**config.mk**
```make
export PLATFORM = sky130hd
export DESIGN_NAME = prt_timer_top
export DESIGN_NICKNAME = d
export VERILOG_FILES = /design/src/core/prt_pkg.sv /design/src/core/prt_capture_channel.sv /design/src/core/prt_pwm_channel.sv /design/src/core/prt_timer_top.sv
export VERILOG_INCLUDE_DIRS = /design/src /design/src/core
export SDC_FILE = /design/constraint.sdc
export NUM_CORES = 1
export LEC_CHECK = 0
export BUFFER_PORTS_ARGS = -buffer_cell sky130_fd_sc_hd__buf_2
export CAP_MARGIN = 20
export CORE_MARGIN = 10
export CORE_UTILIZATION = 45
export DETAILED_ROUTE_END_ITERATION = 7
export GPL_TIMING_DRIVEN = 0
export SLEW_MARGIN = 20
export SYNTH_ARGS = -nofsm -noshare
export SYNTH_HDL_FRONTEND = slang
export SYNTH_HIERARCHICAL = 1
export SYNTH_SLANG_ARGS = --single-unit
```
**constraint.sdc**
```tcl
create_clock -name ref_clk -period 2.9 [get_ports ref_clk]
set_input_delay 0.145 -clock ref_clk [delete_from_list [all_inputs] [get_ports ref_clk]]
set_output_delay 0.145 -clock ref_clk [all_outputs]
set_load 0.005 [all_outputs]
```
**src/core/prt_defines.svh**
```systemverilog
// Register offsets, field positions, reset values and widths of the reload timer
`ifndef PRT_DEFINES_SVH
`define PRT_DEFINES_SVH

`define PRT_ADDR_W      8
`define PRT_CNT_W       8
`define PRT_PRE_W       7
`define PRT_NUM_PWM     4
`define PRT_NUM_CAP     2
`define PRT_OFS_CSR     8'h00
`define PRT_OFS_CAR     8'h04
`define PRT_OFS_ARR     8'h08
`define PRT_OFS_PWM_OUTPUT_CTRL_REG   8'h0c
`define PRT_OFS_DCR0    8'h10
`define PRT_OFS_DCR3    8'h1c
`define PRT_OFS_ICCSR   8'h20
`define PRT_OFS_ICR0    8'h24
`define PRT_OFS_ICR1    8'h28
`define PRT_CSR_CLOCK_SOURCE_SELECT    7
`define PRT_CSR_CC_HI   6
`define PRT_CSR_CC_LO   4
`define PRT_CSR_TCE     3
`define PRT_CSR_FORCE_RELOAD    2
`define PRT_CSR_OIE     1
`define PRT_CSR_OVF     0
`define PRT_PWM_OUTPUT_CTRL_REG_OE_LO 4
`define PRT_ICCSR_CS_LO 4
`define PRT_ICCSR_IE_LO 2
`define PRT_RST_BYTE    8'h00
`define PRT_RST_WORD    32'h0000_0000
`define PRT_CNT_MAX     8'hff
`define PRT_CNT_ONE     8'h01
`define PRT_PRE_ONE     7'h01
`define PRT_TAP_ONE     8'h01

`endif

```
**src/core/prt_pkg.sv**
```systemverilog
// Types shared by the reload timer modules
package prt_pkg;
`include "prt_defines.svh"

	// Whole state of the timer top
	typedef struct packed {
		logic                                    clkSel;   // External clock chosen
		logic [2:0]                              divSel;   // Prescaler tap
		logic                                    run;      // Counter running
		logic                                    ovfIe;    // Overflow irq enable
		logic                                    ovfFlag;  // Overflow seen
		logic [`PRT_CNT_W-1:0]                   counter;  // Live counter
		logic [`PRT_PRE_W-1:0]                   presc;    // Prescaler
		logic [`PRT_CNT_W-1:0]                   reload;   // Reload value
		logic [`PRT_NUM_PWM-1:0]                 outEn;    // Pin enables
		logic [`PRT_NUM_PWM-1:0]                 outPol;   // Pin polarities
		logic [`PRT_NUM_PWM-1:0][`PRT_CNT_W-1:0] duty;     // Duty buffers
		logic [`PRT_NUM_CAP-1:0]                 capEdge;  // 1 rising, 0 falling
		logic [`PRT_NUM_CAP-1:0]                 capIe;    // Capture irq enables
		logic                                    extPrev;  // Last external clock level
		logic [31:0]                             rdData;   // Read data latch
	} prt_state_s;

	// State of one PWM channel
	typedef struct packed {
		logic [`PRT_CNT_W-1:0] activeCmp; // Hidden compare value
		logic                  wave;      // Raw waveform before polarity
		logic                  pin;       // Registered pin level
	} prt_pwm_state_s;

	// State of one capture channel
	typedef struct packed {
		logic [`PRT_CNT_W-1:0] value;   // Captured counter
		logic                  flag;    // Capture pending
		logic                  pinPrev; // Last pin level
	} prt_cap_state_s;
endpackage

```
**src/core/prt_capture_channel.sv**
```systemverilog
// One input capture channel with its pending flag
`timescale 1ns/1ps
`include "prt_defines.svh"
module prt_capture_channel import prt_pkg::*; (
	input  wire logic                  ref_clk,  // Timer clock
	input  wire logic                  rst_b,    // Async reset, active low
	input  wire logic                  capPin,   // Capture input pin
	input  wire logic                  edgeSel,  // 1 rising, 0 falling
	input  wire logic [`PRT_CNT_W-1:0] counter,  // Live counter
	input  wire logic                  readClr,  // Software reads value
	output logic [`PRT_CNT_W-1:0]      capValue, // Captured counter
	output logic                       capFlag   // Capture pending
);
	prt_cap_state_s r, n; // Current and next state
	logic           edgeHit; // Active edge this cycle

	// Edge detect, latch and flag
	always_comb begin
		n = r;
		n.pinPrev = capPin;
		edgeHit = edgeSel ? (capPin & ~r.pinPrev) : (~capPin & r.pinPrev);
		// A read in the same cycle frees the latch, so the edge is kept
		if (edgeHit && (!r.flag || readClr)) begin
			n.value = counter;
			n.flag = 1'b1;
		end else if (readClr) begin
			n.flag = 1'b0;
		end
	end

	// State register
	always_ff @(posedge ref_clk or negedge rst_b) begin
		if (!rst_b)
			r <= '0;
		else
			r <= n;
	end

	assign capValue = r.value;
	assign capFlag  = r.flag;
endmodule // prt_capture_channel

```
**src/core/prt_pwm_channel.sv**
```systemverilog
// One PWM channel: hidden compare buffer and waveform
`timescale 1ns/1ps
`include "prt_defines.svh"
module prt_pwm_channel import prt_pkg::*; (
	input  wire logic                  ref_clk,  // Timer clock
	input  wire logic                  rst_b,    // Async reset, active low
	input  wire logic [`PRT_CNT_W-1:0] duty,     // Software duty buffer
	input  wire logic [`PRT_CNT_W-1:0] counter,  // Live counter
	input  wire logic                  cntTick,  // Counter advances
	input  wire logic                  overflow, // Counter wraps
	input  wire logic                  halted,   // Chip in halt
	input  wire logic                  outPol,   // Polarity bit
	input  wire logic                  outEn,    // Output enable bit
	output logic                       pwmPin    // Pin level
);
	prt_pwm_state_s r, n; // Current and next state

	// Compare and waveform
	always_comb begin
		n = r;
		if (overflow) begin
			n.activeCmp = duty;
			// Waveform frozen in halt; counting may still go on
			if (!halted)
				n.wave = 1'b1;
		end else if (cntTick && counter == r.activeCmp && !halted) begin
			n.wave = 1'b0;
		end
		// Polarity applied after the waveform so a flip acts at once
		n.pin = outEn & (n.wave ^ outPol);
	end

	// State register
	always_ff @(posedge ref_clk or negedge rst_b) begin
		if (!rst_b)
			r <= '0;
		else
			r <= n;
	end

	assign pwmPin = r.pin;
endmodule // prt_pwm_channel

```
**src/core/prt_timer_top.sv**
```systemverilog
// Auto-reload PWM timer with prescaler, captures and APB registers
`timescale 1ns/1ps
`include "prt_defines.svh"
module prt_timer_top import prt_pkg::*; (
	input  wire logic                    ref_clk,      // Timer clock, 125 MHz
	input  wire logic                    rst_b,        // Async reset, active low
	input  wire logic                    psel,         // APB select
	input  wire logic                    penable,      // APB access phase
	input  wire logic                    pwrite,       // APB write
	input  wire logic [`PRT_ADDR_W-1:0]  paddr,        // APB byte address
	input  wire logic [31:0]             pwdata,       // APB write data
	output logic [31:0]                  prdata,       // APB read data
	output logic                         pready,       // APB ready
	output logic                         pslverr,      // APB error
	input  wire logic                    extClkIn,     // External clock or events
	input  wire logic [`PRT_NUM_CAP-1:0] captureIn,    // Capture input pins
	input  wire logic                    chipHalt,     // Chip in halt mode
	output logic [`PRT_NUM_PWM-1:0]      pwmPin,       // PWM pin levels
	output logic [`PRT_NUM_PWM-1:0]      pwmPinOe,     // PWM pin drive enables
	output logic                         overflowIrq,  // Overflow irq request
	output logic [`PRT_NUM_CAP-1:0]      captureIrq,   // Capture irq requests
	output logic                         wakeUp        // Wake request in halt
);
	prt_state_s                          r;          // Registered state
	prt_state_s                          n;          // Next state
	logic                                inTick;     // Input clock tick
	logic                                cpuFrozen;  // Cpu clock stopped by halt
	logic [`PRT_PRE_W-1:0]               tapMask;    // Low prescaler bits for tap
	logic                                tapHit;     // Prescaler at tap
	logic                                preTick;    // Prescaler steps
	logic                                cntTick;    // Counter steps
	logic                                overflow;   // Counter wraps
	logic                                setup;      // APB setup cycle
	logic                                rdSetup;    // Read in setup cycle
	logic                                wrAccess;   // Write completes
	logic                                mapped;     // Address decodes
	logic [`PRT_NUM_CAP-1:0]             capRead;    // Capture value read
	logic [`PRT_NUM_CAP-1:0]             capFlag;    // Capture flags
	logic [`PRT_NUM_CAP-1:0][`PRT_CNT_W-1:0] capValue; // Capture values
	logic [`PRT_NUM_PWM-1:0]             pwmLevel;   // Channel levels

	// Bus phases; side effects of a read happen at setup, with the data latch
	assign setup    = psel & ~penable;
	assign rdSetup  = setup & ~pwrite;
	assign wrAccess = psel & penable & pwrite;

	// Address decode for error reporting
	always_comb begin
		if (paddr == `PRT_OFS_CSR)
			mapped = 1'b1;
		else if (paddr == `PRT_OFS_CAR)
			mapped = 1'b1;
		else if (paddr == `PRT_OFS_ARR)
			mapped = 1'b1;
		else if (paddr == `PRT_OFS_PWM_OUTPUT_CTRL_REG)
			mapped = 1'b1;
		else if (paddr >= `PRT_OFS_DCR0 && paddr <= `PRT_OFS_DCR3 && paddr[1:0] == 2'b00)
			mapped = 1'b1;
		else if (paddr == `PRT_OFS_ICCSR)
			mapped = 1'b1;
		else if (paddr == `PRT_OFS_ICR0)
			mapped = 1'b1;
		else if (paddr == `PRT_OFS_ICR1)
			mapped = 1'b1;
		else
			mapped = 1'b0;
	end

	// Reading a capture value frees its latch
	assign capRead[0] = rdSetup && paddr == `PRT_OFS_ICR0;
	assign capRead[1] = rdSetup && paddr == `PRT_OFS_ICR1;

	// Clock source, prescaler tap and counter tick
	always_comb begin
		// External clock counts its rising edges; cpu clock ticks every cycle
		inTick = r.clkSel ? (extClkIn & ~r.extPrev) : 1'b1;
		// In halt the cpu clock is gone, the external one keeps going
		cpuFrozen = chipHalt & ~r.clkSel;
		tapMask = `PRT_PRE_W'((`PRT_TAP_ONE << r.divSel) - `PRT_TAP_ONE);
		tapHit = (r.presc & tapMask) == tapMask;
		preTick = r.run & inTick & ~cpuFrozen;
		cntTick = preTick & tapHit;
		overflow = cntTick && r.counter == `PRT_CNT_MAX;
	end

	// Next state: counting, then bus writes, then read side effects
	always_comb begin
		n = r;
		n.extPrev = extClkIn;
		// Prescaler free runs through the taps
		if (preTick)
			n.presc = `PRT_PRE_W'(r.presc + `PRT_PRE_ONE);
		// Counter steps; wrap reloads so the period is 256 minus reload
		if (cntTick) begin
			if (overflow)
				n.counter = r.reload;
			else
				n.counter = `PRT_CNT_W'(r.counter + `PRT_CNT_ONE);
		end
		// Writes are ignored in halt: no register takes a bus write
		if (wrAccess && !chipHalt) begin
			if (paddr == `PRT_OFS_CSR) begin
				n.clkSel = pwdata[`PRT_CSR_CLOCK_SOURCE_SELECT];
				n.divSel = pwdata[`PRT_CSR_CC_HI:`PRT_CSR_CC_LO];
				n.run = pwdata[`PRT_CSR_TCE];
				n.ovfIe = pwdata[`PRT_CSR_OIE];
				// Force reload is a one-shot action, never stored
				if (pwdata[`PRT_CSR_FORCE_RELOAD]) begin
					n.counter = r.reload;
					n.presc = '0;
				end
			end else if (paddr == `PRT_OFS_CAR) begin
				// Software write wins over a tick in the same cycle
				n.counter = pwdata[`PRT_CNT_W-1:0];
				n.presc = '0;
			end else if (paddr == `PRT_OFS_ARR) begin
				n.reload = pwdata[`PRT_CNT_W-1:0];
			end else if (paddr == `PRT_OFS_PWM_OUTPUT_CTRL_REG) begin
				n.outEn = pwdata[`PRT_PWM_OUTPUT_CTRL_REG_OE_LO+`PRT_NUM_PWM-1:`PRT_PWM_OUTPUT_CTRL_REG_OE_LO];
				n.outPol = pwdata[`PRT_NUM_PWM-1:0];
			end else if (paddr >= `PRT_OFS_DCR0 && paddr <= `PRT_OFS_DCR3 && paddr[1:0] == 2'b00) begin
				n.duty[paddr[3:2]] = pwdata[`PRT_CNT_W-1:0];
			end else if (paddr == `PRT_OFS_ICCSR) begin
				n.capEdge = pwdata[`PRT_ICCSR_CS_LO+`PRT_NUM_CAP-1:`PRT_ICCSR_CS_LO];
				n.capIe = pwdata[`PRT_ICCSR_IE_LO+`PRT_NUM_CAP-1:`PRT_ICCSR_IE_LO];
			end
		end
		// Read data latch; unmapped reads give zero
		if (rdSetup) begin
			n.rdData = `PRT_RST_WORD;
			if (paddr == `PRT_OFS_CSR) begin
				// Force reload bit always reads zero
				n.rdData[`PRT_CNT_W-1:0] = {r.clkSel, r.divSel, r.run, 1'b0, r.ovfIe, r.ovfFlag};
			end else if (paddr == `PRT_OFS_CAR) begin
				n.rdData[`PRT_CNT_W-1:0] = r.counter;
			end else if (paddr == `PRT_OFS_ARR) begin
				n.rdData[`PRT_CNT_W-1:0] = r.reload;
			end else if (paddr == `PRT_OFS_PWM_OUTPUT_CTRL_REG) begin
				n.rdData[`PRT_CNT_W-1:0] = {r.outEn, r.outPol};
			end else if (paddr >= `PRT_OFS_DCR0 && paddr <= `PRT_OFS_DCR3 && paddr[1:0] == 2'b00) begin
				n.rdData[`PRT_CNT_W-1:0] = r.duty[paddr[3:2]];
			end else if (paddr == `PRT_OFS_ICCSR) begin
				// Top two bits are reserved and read zero
				n.rdData[`PRT_CNT_W-1:0] = {2'b00, r.capEdge, r.capIe, capFlag};
			end else if (paddr == `PRT_OFS_ICR0) begin
				n.rdData[`PRT_CNT_W-1:0] = capValue[0];
			end else if (paddr == `PRT_OFS_ICR1) begin
				n.rdData[`PRT_CNT_W-1:0] = capValue[1];
			end
		end
		// Read clears overflow flag; a new overflow in that cycle wins
		if (rdSetup && paddr == `PRT_OFS_CSR)
			n.ovfFlag = 1'b0;
		if (overflow)
			n.ovfFlag = 1'b1;
	end

	// State register; reset clears counter, prescaler and clock select
	always_ff @(posedge ref_clk or negedge rst_b) begin
		if (!rst_b)
			r <= '0;
		else
			r <= n;
	end

	// PWM channels share counter and overflow
	genvar gi;
	generate
		for (gi = 0; gi < `PRT_NUM_PWM; gi++) begin : g_pwm
			prt_pwm_channel u_pwm (
				.ref_clk  (ref_clk),
				.rst_b    (rst_b),
				.duty     (r.duty[gi]),
				.counter  (r.counter),
				.cntTick  (cntTick),
				.overflow (overflow),
				.halted   (chipHalt),
				.outPol   (r.outPol[gi]),
				.outEn    (r.outEn[gi]),
				.pwmPin   (pwmLevel[gi])
			);
		end
		// Capture channels latch the live counter
		for (gi = 0; gi < `PRT_NUM_CAP; gi++) begin : g_cap
			prt_capture_channel u_cap (
				.ref_clk  (ref_clk),
				.rst_b    (rst_b),
				.capPin   (captureIn[gi]),
				.edgeSel  (r.capEdge[gi]),
				.counter  (r.counter),
				.readClr  (capRead[gi]),
				.capValue (capValue[gi]),
				.capFlag  (capFlag[gi])
			);
		end
	endgenerate

	// Pins and requests
	assign pwmPin      = pwmLevel;
	assign pwmPinOe    = r.outEn;
	assign overflowIrq = r.ovfFlag & r.ovfIe;
	assign captureIrq  = capFlag & r.capIe;
	// Any enabled request pulls the chip out of halt
	assign wakeUp      = chipHalt & (overflowIrq | (|captureIrq));

	// Bus answers at once; data comes from the latch filled at setup
	assign prdata  = r.rdData;
	assign pready  = 1'b1;
	assign pslverr = psel & penable & ~mapped;
endmodule // prt_timer_top

```
# After elaboration in Yosys (flattened, before gate mapping)
# Index checks and enable logic that the tools add are counted.
# totals
latch_bits	0
elab_cells	190
out_inout_bits	46
memories	0
romBits	0
register_bits	143
in_bits	49
ram_bits	0
# op_classes
reduce_logical	34
multipliers	0
div_mod_pow	0
n_lt_le_gt_ge	4
n_eq_ne	12
n_mux	58
add_sub_neg	3
bitwise	42
shift	1
# ops
op	count
two-way mux 8 bit	14
two-way mux 52 bit	2
two-way mux 67 bit	1
two-way mux 15 bit	3
two-way mux 44 bit	1
two-way mux 36 bit	1
bitwise mux 32 bit	1
== test 8 bit	4
two-way mux 32 bit	1
two-way mux 1 bit	29
== test 8 x 6 -> 1 bit (second input constant)	3
bitwise AND 1 bit	20
logical AND 1 bit	18
binary-select mux 8 bit (select 2 bit)	1
demux 8 bit (select 2 bit)	1
== test 8 x 4 -> 1 bit (second input constant)	2
inverter 1 bit	15
adder 8 x 1 -> 8 bit (second input constant)	1
== test 8 x 3 -> 1 bit (second input constant)	1
== test 8 bit (second input constant)	1
>= comparator 8 x 5 -> 1 bit (second input constant)	1
less-or-equal comparator 8 x 5 -> 1 bit (second input constant)	1
logical NOT 8 bit	1
two-way mux 4 bit	2
21 further kinds	29

# Depth between registers and ports, before layout
# logic_depth
depth_word	12
mapped_depth	11
depth_no_buf	9

# Modules after synthesis
# Netlist, hierarchy kept.
# by_module_without_submodules
mod	cells_per_inst	instances	area_each_um2
prt_timer_top	446	1	4779.6
prt_pwm_channel	42	4	515.5
prt_capture_channel	64	2	664.4

# Worst setup path after synthesis
# OpenSTA, ideal clock, no wires.
# synth_timing
kind	register to register
startpoint	reg r[92] in the netlist's numbering
endpoint	reg g_pwm[0].u_pwm.r (netlist bit g_pwm[0].u_pwm/pwmPin)
arrival_ns	2.315
period_less_slack_ns	2.444
setup_time_ns	0.129
setup_slack_ns	0.456
stages_incl_launch_ff	11
cell_sequence	dfrtp_1 > ha_1 > and4_1 > clkbuf_1 > nand3_1 > nor2_1 > buf_2 > nand2b_4 > and4_1 > a211oi_1 > nand3_1
# synth_lines
element	line_no	rtl
from (decl)	prt_timer_top.sv:24	prt_state_s r;
from (signal assigned)	prt_timer_top.sv:163	r <= n;
to (signal assigned)	prt_pwm_channel.sv:38	r <= n;
to (decl)	prt_pwm_channel.sv:16	prt_pwm_state_s r, n;

==> results.md <==
* complete, no violations — status
* 0 — count of final hold-check violations
* 23900 um2 — area of the die
* 143 — total number of clock tree sinks
* pwdata[7] — worst hold start
* 24.1 mm — post-detailed-routing wire length
* 6 — Synth warnings
* 52.6% — final cell utilization of the core
* 42 — Port Buf Inserts
* 3.59 mW — internal power summed over all cells
* 3.05 ns — data arrival time of the critical path
* 4 — Max H-tree Level
* 95.0% — crit share post-route
* 5 — TritonRoute pass-1 iters
* built — clock tree from TritonCTS
* 1.23 mW — NetSw
* 0 — EDFF count, synth
* 1598 — Filler cells
* 155 um — width of the die
* 13 — largest fanout on the critical path
* -0.547 ns — worst setup slack after placement
* dfrtp_1, mux2_2, buf_4 — commonest cells after routing, fill and taps aside
* 3.20 ns — CP Data Required Time
* flop to flop — startpoint-to-endpoint class of the critical path
* 0 — Final Setup Violations
* 0 — number of antenna violations at the first check in global routing
* 44.4% — Max-slew headroom
* flop — startpoint types
* 0.146 ns — minimum setup slack in the final design
* 380 uV — worst voltage drop across the vdd grid
* 37.8 mm — global-route wire length before repair
* g_pwm[0].u_pwm/pwmPin$_DFF_PN0_ — worst reg2reg path endpoint
* 43.2% — part of the power in the clock network
* 0 — remaining global-route overflow
* 6585 — number of global-route vias before repair
* 8790 um2 — placed standard-cell area
* 0 — Slew Limit Fails
* 0 — # diodes
* true — unrepaired setup endpoints after global routing
* 100% — asr flop ratio synth
* dfrtp_1 — most common cell after layout, fill and taps aside
* pwmPinOe[3]$_DFFE_PN0P_ — capture endpoint of the worst hold path
* 0.915 — final RePlAce weighted congestion
* 20.0% — global-route total usage across every layer
* 363 MHz — upper clock frequency limit
* primary input to flop — hold crit path type
* 17.1 mm — HPWL after detailed placement
* 0.15 ns — worst reg-to-reg setup slack
* 11.0 um2 — average instance area after synthesis
* 95 — # IOs
* 0.834 ns — actual transition at the worst max-transition pin
* 0 — remaining design rule violation count
* 33.0% — fraction of final layout cells sized beyond drive strength 1
* 881 — net total in the final layout
* 49 — placement row count
* 15.3% — signed area change from the synthesized netlist to the final layout
* 17 — number of buffers created by CTS
* 45.6% — starting density of the core
* 9420 um2 — final design area excluding fillers
* 0.00997 ns — final clock skew
* 6392 — vias post-DR
* 72 — number of distinct library cells after synthesis
* 0.06 ns — Worst-path clk slew
* 2.75 ns — Tmin final
* clkbuf_16 — root buffer cell
* flop — kind of end point of the critical path
* 17900 um2 — area inside the core boundary
* r[92]$_DFF_PN0_ — worst reg2reg path startpoint
* 143 — number of flip-flops and latches in the synthesized netlist
* 5.96 — via-per-instance ratio
* 43.8% — sequential area share after synthesis
* 155 um — Vert. Die Dim
* r[92]$_DFF_PN0_ — Critical Path Start
* 742 — Syn Inst Count
* 2 — number of stages on the worst hold path
* 2 — Max clock buf depth
* 0 — antenna violation net count after detailed routing
* 4.29 nW — Leakage
* 25.5% — switching share of power
* 9 — number of cells on the worst reg-to-reg path
* 11.0% — share of total power in combinational logic
* 0 — total of max-cap violations
* dfrtp_1 — primary flip-flop cell chosen by synthesis mapping
* 0.42 ns — later-pin clock latency in the skew report
* 8170 um2 — Syn Std Cell Area
* 450 — initial detailed-routing violation count
* 511 nW/um2 — total power per unit cell area
* 45.8% — power share of the sequential group
* 79 — pin count of the biggest net entering global routing
* 22.5 um — routed length per instance
repair_timing:
action / in CTS / in global routing
endpoints found under the setup margin: 40 / 4
buffers inserted: 0 / 0
gates resized for setup: 10 / 5
hold endpoints to repair: 80 / 0
hold buffers: 4 / 0
worst max path at each step:
stage | slack [ns] | end
final | 0.15 | g_pwm[0].u_pwm/pwmPin$_DFF_PN0_
after global routing | -0.005 | g_pwm[2].u_pwm/pwmPin$_DFF_PN0_
after CTS | 0.03 | g_pwm[0].u_pwm/pwmPin$_DFF_PN0_
after detailed placement | -0.55 | g_pwm[0].u_pwm/pwmPin$_DFF_PN0_
after global placement | -0.49 | g_pwm[2].u_pwm/pwmPin$_DFF_PN0_
after floorplan | 0.46 | g_pwm[0].u_pwm/pwmPin$_DFF_PN0_
area by class of cell:
type / count / area (um2) / area share (%)
Sequential cell: 143 / 3590 / 38.1
Multi-Input combinational cell: 522 / 4050 / 43.0
Inverter: 11 / 41.3 / 0.438
Timing Repair Buffer: 47 / 288 / 3.05
Clock buffer: 22 / 474 / 5.03
Clock inverter: 10 / 86.3 / 0.916
Buffer: 88 / 602 / 6.39
Tap cell: 229 / 287 / 3.04
routing by layer:
layer | vias to the layer above | GRT usage [%] | wire length, um
met5 | - | 0 | 0
met4 | 0 | 9.27 | 849
met3 | 55 | 4.30 | 1530
met2 | 254 | 31.5 | 11200
met1 | 3218 | 25.7 | 10600
li1 | 2865 | - | -
synth_stat cells (12+ instances only):
cell type | instances | area share (%)
nor2_1 | 18 | 0.83
a32oi_1 | 34 | 3.6
xnor2_1 | 34 | 3.6
buf_2 | 14 | 0.86
a22oi_1 | 12 | 1.1
mux2_1 | 12 | 1.7
a21oi_1 | 16 | 0.98
mux2_2 | 82 | 11
nand2_1 | 38 | 1.7
o21ai_0 | 46 | 2.8
dfrtp_1 | 143 | 44
o211ai_1 | 20 | 1.8
buf_4 | 55 | 5.1
nand3_1 | 25 | 1.5
worst max-delay path, cell delays in order (launching register included):
cell,delay [ns]
dfrtp_4,0.61
ha_1,0.28
and4_2,0.35
nand3_2,0.19
nor2_4,0.27
buf_2,0.29
nand2b_4,0.09
and4_1,0.20
a211oi_1,0.24
nand3_1,0.11
power groups by stage:
stage	clock, mW	sequential (mW)	combinational, mW
floorplan	0	2.19	0.351
global placement	0	2.23	0.506
detailed placement	0	2.23	0.526
CTS	2.12	2.20	0.532
global route	2.20	2.22	0.583
finish	2.08	2.20	0.531
through the flow:
step | instances | setup TNS (ns) | power (mW) | hold WS [ns]
floorplan | 765 | 0 | 2.54 | -0.151
global placement | 1036 | -67.34 | 2.73 | 0.267
detailed placement | 1037 | -10.89 | 2.76 | 0.182
CTS | 1073 | 0 | 4.85 | 0.125
global route | 1072 | -0.00913 | 5.00 | 0.150
finish | 1072 | 0 | 4.82 | 0.126
kinds of logic after synthesis:
family	count (synthesis)	share of synthesized area, %
compound gates	173	14.7
simple gates	172	12.8
flops	143	43.8
mux	113	16.5
buf+inv	100	7.83
xor+xnor	37	3.97
fa+ha+maj	2	0.306
other cells	2	0.0919
Power figures use the tool's default switching activity.
